### src/coc_pkg.sv
// package with register map, field layout, reset values and types of the csi-2 output control
//
// Function
// (RULE1) power-down pin low forces pins high impedance
// (RULE2) sleep select 0 forces outputs to HS-0
// (RULE3) sleep select 1, drive enable 0: high impedance
// (RULE4) both 1: valid only while inputs active
// (RULE5) input active exactly when receiver reports lock
// (RULE6) tx lock is OR over mapped ports
// (RULE7) software keeps transmitter on, changes forwarding only
// (RULE8) software disables forwarding around transmitter enable changes
// (RULE9) disable: forwarding, calibration, continuous clock, enable
// (RULE10) 0x28 to 0x21 selects synchronous line interleaving
// (RULE11) 0x00 to 0x20 forwards all four ports
// (RULE12) enable: transmit enable, calibration, then forwarding
// (RULE13) pin state re-evaluated each cycle, fixed priority
`default_nettype none
package coc_pkg;
   // register offsets
   localparam logic [7:0] COC_OFS_GEN_CFG   = 8'h02;
   localparam logic [7:0] COC_OFS_STATUS    = 8'h10;
   localparam logic [7:0] COC_OFS_FWD_MAP   = 8'h20;
   localparam logic [7:0] COC_OFS_FWD_MODE  = 8'h21;
   localparam logic [7:0] COC_OFS_TX_CTL    = 8'h33;
   localparam logic [7:0] COC_OFS_TX_CTL2   = 8'h34;
   // field positions
   localparam int COC_BIT_DRIVE_EN    = 0;
   localparam int COC_BIT_SLEEP_SEL   = 1;
   localparam int COC_BIT_TX_EN       = 0;
   localparam int COC_BIT_CONT_CLK    = 1;
   localparam int COC_BIT_PER_CAL     = 0;
   localparam int COC_STS_PIN_LSB     = 4;
   // reset values
   localparam logic [7:0] COC_RST_GEN_CFG  = 8'h03;
   localparam logic [7:0] COC_RST_FWD_MAP  = 8'h0F;
   localparam logic [7:0] COC_RST_FWD_MODE = 8'h00;
   localparam logic [7:0] COC_RST_TX_CTL   = 8'h00;
   localparam logic [7:0] COC_RST_TX_CTL2  = 8'h00;
   // forwarding codes
   localparam logic [7:0] COC_FWD_SYNC_LINE = 8'h28;
   localparam logic [7:0] COC_FWD_ALL_PORTS = 8'h00;
   // stream sizes
   localparam int COC_PORTS      = 4;
   localparam int COC_FIFO_DEPTH = 32;
   localparam int COC_WORD_W     = 10;

   typedef enum logic [1:0] {
      COC_PIN_HIZ,
      COC_PIN_HS0,
      COC_PIN_VALID
   } coc_pin_t;

   typedef struct packed {
      logic [1:0] port;
      logic [7:0] data;
   } coc_word_t;

   typedef struct packed {
      logic       we;
      logic [7:0] addr;
      logic [7:0] wdata;
   } coc_reg_req_t;
endpackage : coc_pkg
`default_nettype wire

### src/coc_output_ctl.sv
// csi-2 transmitter output control with receive sampling and stream fifo
`timescale 1ns/1ns
`default_nettype none

module coc_fifo #(
   parameter int W = 10,
   parameter int D = 32
) (
   input  wire logic         clk_i,
   input  wire logic         sys_rst_i,
   input  wire logic         in_valid_i,
   output logic              in_ready_o,
   input  wire logic [W-1:0] in_data_i,
   output logic              out_valid_o,
   input  wire logic         out_ready_i,
   output logic [W-1:0]      out_data_o
);
   localparam int AW = $clog2(D);

   typedef struct packed {
      logic [AW-1:0] wptr;
      logic [AW-1:0] rptr;
      logic [AW:0]   count;
   } coc_fifo_st_t;

   coc_fifo_st_t st_q;
   coc_fifo_st_t st_d;
   logic [W-1:0] mem [D];
   logic         push;
   logic         pop;

   assign in_ready_o  = (st_q.count != (AW+1)'(D));
   assign out_valid_o = (st_q.count != '0);
   assign out_data_o  = mem[st_q.rptr];
   assign push        = in_valid_i && in_ready_o;
   assign pop         = out_valid_o && out_ready_i;

   always_comb begin
      st_d = st_q;
      if (push) begin
         st_d.wptr = (st_q.wptr == AW'(D-1)) ? '0 : st_q.wptr + 1'b1;
      end
      if (pop) begin
         st_d.rptr = (st_q.rptr == AW'(D-1)) ? '0 : st_q.rptr + 1'b1;
      end
      st_d.count = st_q.count + (AW+1)'(push) - (AW+1)'(pop);
   end

   always_ff @(posedge clk_i) begin
      if (sys_rst_i) begin
         st_q <= '0;
      end else begin
         st_q <= st_d;
      end
   end

   always_ff @(posedge clk_i) begin
      if (push) begin
         mem[st_q.wptr] <= in_data_i;
      end
   end
endmodule : coc_fifo

module coc_output_ctl
   import coc_pkg::*;
(
   input  wire logic                  clk_i,
   input  wire logic                  sys_rst_i,
   input  wire logic                  power_down_pin_i,
   input  wire logic [COC_PORTS-1:0]  rx_lock_i,
   input  wire logic                  rx_link_clk_i,
   input  wire logic [1:0]            rx_port_i,
   input  wire logic [7:0]            rx_data_i,
   output logic                       rx_ready_o,
   input  wire logic                  reg_we_i,
   input  wire logic [7:0]            reg_addr_i,
   input  wire logic [7:0]            reg_wdata_i,
   output logic [7:0]                 reg_rdata_o,
   output logic                       csi_oe_o,
   output logic                       csi_hs0_o,
   output logic                       csi_valid_o,
   input  wire logic                  csi_ready_i,
   output logic [COC_WORD_W-1:0]      csi_data_o,
   output logic                       csi_sync_line_o,
   output logic                       csi_cont_clk_o,
   output logic                       csi_per_cal_o
);
   typedef struct packed {
      logic                  pdb_m;
      logic                  pdb_s;
      logic [COC_PORTS-1:0]  lock_m;
      logic [COC_PORTS-1:0]  lock_s;
      logic                  lclk_m;
      logic                  lclk_s;
      logic                  lclk_p;
      coc_word_t             word_m;
      coc_word_t             word_s;
      logic [7:0]            gen_cfg;
      logic [7:0]            fwd_map;
      logic [7:0]            fwd_mode;
      logic [7:0]            tx_ctl;
      logic [7:0]            tx_ctl2;
      coc_pin_t              pin;
      logic [7:0]            rdata;
      logic                  out_valid;
      logic [COC_WORD_W-1:0] out_data;
   } coc_st_t;

   coc_st_t                st_q;
   coc_st_t                st_d;
   coc_pin_t               pin_nx;
   coc_reg_req_t           req;
   logic [COC_PORTS-1:0]   port_en;
   logic                   tx_lock;
   logic                   tx_en;
   logic                   link_rise;
   logic                   push_valid;
   logic                   push_ready;
   logic                   pop_valid;
   logic                   pop_ready;
   logic [COC_WORD_W-1:0]  pop_data;

   assign req       = '{we: reg_we_i, addr: reg_addr_i, wdata: reg_wdata_i};
   // a clear bit forwards its port, so all-zero forwards every port
   assign port_en   = ~st_q.fwd_map[COC_PORTS-1:0];                       // RULE11
   assign tx_lock   = |(st_q.lock_s & port_en);                           // RULE5 RULE6
   assign tx_en     = st_q.tx_ctl[COC_BIT_TX_EN];
   assign link_rise = st_q.lclk_s && !st_q.lclk_p;
   // words from unmapped ports never enter the stream
   assign push_valid = link_rise && tx_en && port_en[st_q.word_s.port]
                       && st_q.lock_s[st_q.word_s.port];
   // refill only while the pins carry traffic and go on doing so, so the fifo keeps its words
   assign pop_ready  = (st_q.pin == COC_PIN_VALID) && (pin_nx == COC_PIN_VALID) && tx_en
                       && (!st_q.out_valid || csi_ready_i);

   // fixed priority: power-down, sleep select, drive enable, activity
   always_comb begin
      if (!st_q.pdb_s) begin
         pin_nx = COC_PIN_HIZ;                                             // RULE1 RULE13
      end else if (!st_q.gen_cfg[COC_BIT_SLEEP_SEL]) begin
         pin_nx = COC_PIN_HS0;                                             // RULE2
      end else if (!st_q.gen_cfg[COC_BIT_DRIVE_EN]) begin
         pin_nx = COC_PIN_HIZ;                                             // RULE3
      end else if (tx_lock) begin
         pin_nx = COC_PIN_VALID;                                           // RULE4
      end else begin
         pin_nx = COC_PIN_HIZ;                                             // RULE4
      end
   end

   coc_fifo #(
      .W (COC_WORD_W),
      .D (COC_FIFO_DEPTH)
   ) u_fifo (
      .clk_i       (clk_i),
      .sys_rst_i   (sys_rst_i),
      .in_valid_i  (push_valid),
      .in_ready_o  (push_ready),
      .in_data_i   (st_q.word_s),
      .out_valid_o (pop_valid),
      .out_ready_i (pop_ready),
      .out_data_o  (pop_data)
   );

   always_comb begin
      st_d        = st_q;
      st_d.pdb_m  = power_down_pin_i;
      st_d.pdb_s  = st_q.pdb_m;
      st_d.lock_m = rx_lock_i;
      st_d.lock_s = st_q.lock_m;
      st_d.lclk_m = rx_link_clk_i;
      st_d.lclk_s = st_q.lclk_m;
      st_d.lclk_p = st_q.lclk_s;
      st_d.word_m = '{port: rx_port_i, data: rx_data_i};
      st_d.word_s = st_q.word_m;
      st_d.pin    = pin_nx;                                                // RULE13

      if (req.we) begin
         unique case (req.addr)
            COC_OFS_GEN_CFG:  st_d.gen_cfg  = req.wdata;
            COC_OFS_FWD_MAP:  st_d.fwd_map  = req.wdata;                   // RULE11
            COC_OFS_FWD_MODE: st_d.fwd_mode = req.wdata;                   // RULE10
            COC_OFS_TX_CTL:   st_d.tx_ctl   = req.wdata;
            COC_OFS_TX_CTL2:  st_d.tx_ctl2  = req.wdata;
            default: ;
         endcase
      end

      unique case (req.addr)
         COC_OFS_GEN_CFG:  st_d.rdata = st_q.gen_cfg;
         COC_OFS_STATUS:   st_d.rdata = {2'b00, st_q.pin, st_q.lock_s};
         COC_OFS_FWD_MAP:  st_d.rdata = st_q.fwd_map;
         COC_OFS_FWD_MODE: st_d.rdata = st_q.fwd_mode;
         COC_OFS_TX_CTL:   st_d.rdata = st_q.tx_ctl;
         COC_OFS_TX_CTL2:  st_d.rdata = st_q.tx_ctl2;
         default:          st_d.rdata = 8'h00;
      endcase

      // the staged word falls with the pin state, so no word outlives lock
      if (pin_nx != COC_PIN_VALID || !tx_en) begin                         // RULE4
         st_d.out_valid = 1'b0;
      end else if (pop_ready) begin
         st_d.out_valid = pop_valid;
         if (pop_valid) begin
            st_d.out_data = pop_data;
         end
      end
   end

   always_ff @(posedge clk_i) begin
      if (sys_rst_i) begin
         st_q          <= '0;
         st_q.gen_cfg  <= COC_RST_GEN_CFG;
         st_q.fwd_map  <= COC_RST_FWD_MAP;
         st_q.fwd_mode <= COC_RST_FWD_MODE;
         st_q.tx_ctl   <= COC_RST_TX_CTL;
         st_q.tx_ctl2  <= COC_RST_TX_CTL2;
         st_q.pin      <= COC_PIN_HIZ;
      end else begin
         st_q <= st_d;
      end
   end

   assign rx_ready_o      = push_ready;
   assign reg_rdata_o     = st_q.rdata;
   assign csi_oe_o        = (st_q.pin != COC_PIN_HIZ);
   assign csi_hs0_o       = (st_q.pin == COC_PIN_HS0);
   assign csi_valid_o     = st_q.out_valid;
   assign csi_data_o      = st_q.out_data;
   assign csi_sync_line_o = (st_q.fwd_mode == COC_FWD_SYNC_LINE);          // RULE10
   assign csi_cont_clk_o  = st_q.tx_ctl[COC_BIT_CONT_CLK];
   assign csi_per_cal_o   = st_q.tx_ctl2[COC_BIT_PER_CAL];
endmodule : coc_output_ctl
`default_nettype wire

### config.mk
export PLATFORM = sky130hd
export DESIGN_NAME = coc_output_ctl
export DESIGN_NICKNAME = d
export VERILOG_FILES = /design/src/coc_pkg.sv /design/src/coc_output_ctl.sv
export SDC_FILE = /design/constraint.sdc
export NUM_CORES = 1
export LEC_CHECK = 0
export BUFFER_PORTS_ARGS = -buffer_cell sky130_fd_sc_hd__clkbuf_2
export CELL_PAD_IN_SITES_DETAIL_PLACEMENT = 0
export CELL_PAD_IN_SITES_GLOBAL_PLACEMENT = 2
export CORE_ASPECT_RATIO = 0.7
export CORE_MARGIN = 10
export CORE_UTILIZATION = 50
export CTS_CLUSTER_DIAMETER = 150
export DETAILED_ROUTE_END_ITERATION = 6
export GPL_ROUTABILITY_DRIVEN = 0
export PLACE_DENSITY_LB_ADDON = 0.1
export SLEW_MARGIN = 10
export SYNTH_ARGS = -nofsm -noshare
export SYNTH_HDL_FRONTEND = slang
export SYNTH_SLANG_ARGS = --single-unit
export TNS_END_PERCENT = 30
### constraint.sdc
create_clock -name clk_i -period 9.7 [get_ports clk_i]
set_input_delay 1.94 -clock clk_i [delete_from_list [all_inputs] [get_ports clk_i]]
set_output_delay 1.94 -clock clk_i [all_outputs]
set_load 0.01 [all_outputs]
==> impl_metrics.ini <==
[worst_setup_path]
r2r_cells = 5
required_ns = 10.12
cp_max_fo = 22
startpoint_type = input port
cp-end-kind = register
r2r-start = u_fifo.st_q[7]$_SDFFE_PP0P_
timing.rr.end = csi_data_o[4]$_SDFFE_PP0P_
reg2reg_slack_ns = 5.93
worstSetupPathType = input port to register
worstPathArrival_ns = 4.74

[floorplanning]
die_area_um2 = 42000
core_um2 = 33600
start_util_pct = 50.8
pin_count = 61
rows = 56
die_h_um = 174
die_w_um = 241

[flow_run]
maxCapViolCount = 0

[synthesis]
synth-simple-area-share_pct = 8.64
syn-num-nets = 1115
synth_warnings = 0
ys.flop_type = edfxtp_1
synth_top_family_by_area = multiplexers
synth.cell_area_um2 = 17000
seq_area_frac_synth_pct = 69.3
synth-seq-cells = 430
async_flop_share_pct = 0
postSynthAreaPerCell_um2 = 16.0
synth-edff-count = 320
postSynthCellCount = 1062
synth_mux_area_share_pct = 11.6
synth_cell_types = 57
yosys.area_share.xor_xnor_pct = 0.154
synth-adder-area-share_pct = 1.29
synth-compound-area-share_pct = 5.86

[sta]
fin_hold_ws_ns = 0.435
slew_violations = 0
min_period_ns = 4.32
relSlewSlack_pct = 15.6
hold_viol_final = 0
rsz0062_at_grt = no
finalClockSkew_ns = 0.0191
tightest_slew_ns = 1.26
finalSetupTns_ns = 0
setup_viol = 0
fmax_mhz = 231
finalWorstSetupSlack_ns = 5.38
finalCritPeriodShare_pct = 44.6

[run_status]
outcome = complete, no violations

[place]
place_ws_ns = 4.80
hpwl_um = 24600
portBuffers = 60

[pwr]
swShare_pct = 19.9
seqPwrFrac_pct = 56.5
p_comb_share_pct = 1.4
leakage_uw = 0.00599
ir_drop_mv = 0.184
internal_power_uw = 2810
power_per_cell_area_nw_per_um2 = 187
switchingPower_uw = 697
clockPowerShare_pct = 42.1

[clock_tree]
worst_skew_pair.late_latency_ns = 0.54
post_cts_resized = 0
clock-sinks = 430
path_clk_slew_ns = 0.06
numCtsBuffers = 41
cts_setup_buffers = 0
postCtsHoldBufs = 0
cts_root_buffer = clkbuf_16
cts_tree = yes
htreeDepth = 2
cts.path.max_buffers = 3

[route]
routed_via_density = 5.94
detail_route.wl_per_cell_um = 25.3
via_count = 9292
drt_iter0_drc = 986
drt_wl_total_um = 39500
ant_nets = 0
route.detailed.drc = 0
first_pass_iters = 5

[finish]
fin_nets = 1155
diodes = 0
layout_commonest_cell = edfxtp_1
drive_gt1_share_pct = 21.5
syn2layout_area_growth_pct = 10.2
final_cell_mix = 320 x edfxtp_1, 105 x dfxtp_1, 80 x mux4_2

[grt]
grt_max_degree = 70
busiest_layer = met1
grt.total_usage_pct = 19.1
grt_pass1_wl_um = 60300
use_met3_pct = 3.92
overflow = 0
use_met1_pct = 30.8
grt_pass1_vias = 9138
antenna_found_initial = 0
use_met2_pct = 26.1

[worst_hold_path]
min_from = st_d[69]$_SDFF_PP0_
worstHoldPathCells = 1
holdPathEnd = st_q[69]$_SDFF_PP0_
hold_class = register to register
stage by stage:
| step | utilization [%] | cells | instance area [um^2] | total power, uW |
|---|---|---|---|---|
| finish | 55.9 | 1564 | 18800 | 3500 |
| detailed placement | 52.3 | 1494 | 17600 | 2070 |
| CTS | 55.9 | 1564 | 18800 | 3540 |
| global placement | 52.3 | 1494 | 17600 | 2070 |
| global route | 55.9 | 1564 | 18800 | 3620 |
| floorplan | - | 1062 | 17000 | 2040 |
flip-flops by register name, summed over array words and instances (netlist names):
register and count:
u_fifo.mem 320, st_q 56, st_d 17, u_fifo.st_q 16
csi_data_o 10, reg_rdata_o 8, csi_cont_clk_o 1, csi_per_cal_o 1
csi_valid_o 1
routing by layer:
metal / wire length (um) / share of wire, % / vias up
met4: 502 / 1.3 / 0
met2: 16900 / 43 / 312
met1: 19100 / 48 / 4740
met5: 0 / 0 / -
li1: - / - / 4194
met3: 3030 / 7.7 / 46
power groups by stage:
stage               Combinational (uW)  Sequential, uW  Clock (uW)
detailed placement                50.1            2020           0
finish                            49.1            1980        1480
CTS                               50.3            1980        1510
global placement                  49.2            2020           0
floorplan                         19.1            2020           0
global route                      54.7            1980        1590
cells by family after synthesis:
group	Yosys count
AOI/OAI and AO/OA	145
and+or+nand+nor	275
buffers and inverters	95
adders and majority gates	17
xor gates and xnor gates	3
DFF	430
muxes	97
cell usage after synthesis, drive strengths merged (10+ instances only):
cell type	count	area (um^2)
a22oi	29	218
edfxtp	320	9610
nand2	53	199
nor2	62	233
o21ai	10	50.1
inv	13	48.8
nand3	45	225
dfxtp	110	2200
buf	54	373
nor2b	51	319
mux4	80	1800
a21oi	53	265
ha	16	200
clkbuf	28	105
worst max-delay path, cell delays in order:
cell and delay (ns):
clkbuf_2 0.09, inv_1 0.04, a221o_1 0.39, or2_1 0.23, buf_4 0.20, inv_2 0.34, ha_1 0.21, inv_1 0.06
ha_1 0.27, a21o_1 0.15, a21oi_1 0.21, o21bai_1 0.09, a21oi_1 0.16, mux2_2 0.35
how the worst max path moves through the flow:
| stage | from | end | slack [ns] |
|---|---|---|---|
| 3_5_place_dp | csi_ready_i | u_fifo.st_q[5]$_SDFF_PP0_ | 4.80 |
| 4_1_cts | csi_ready_i | u_fifo.st_q[5]$_SDFF_PP0_ | 5.33 |
| 3_3_place_gp | csi_ready_i | u_fifo.st_q[5]$_SDFF_PP0_ | 4.85 |
| 6_report | csi_ready_i | u_fifo.st_q[5]$_SDFF_PP0_ | 5.38 |
| 2_1_floorplan | csi_ready_i | u_fifo.st_q[5]$_SDFF_PP0_ | 5.35 |
| 5_1_grt | csi_ready_i | u_fifo.st_q[5]$_SDFF_PP0_ | 5.19 |
final cells by class:
class | count | area, um^2
fill | 2680 | 14800
sequential | 430 | 11800
multi-input combinational | 537 | 4710
clock buffer | 52 | 1090
tap | 435 | 544
timing repair buffer | 79 | 445
clock inverter | 18 | 114
inverter | 13 | 48.8
(Power assumes the default switching activity.)
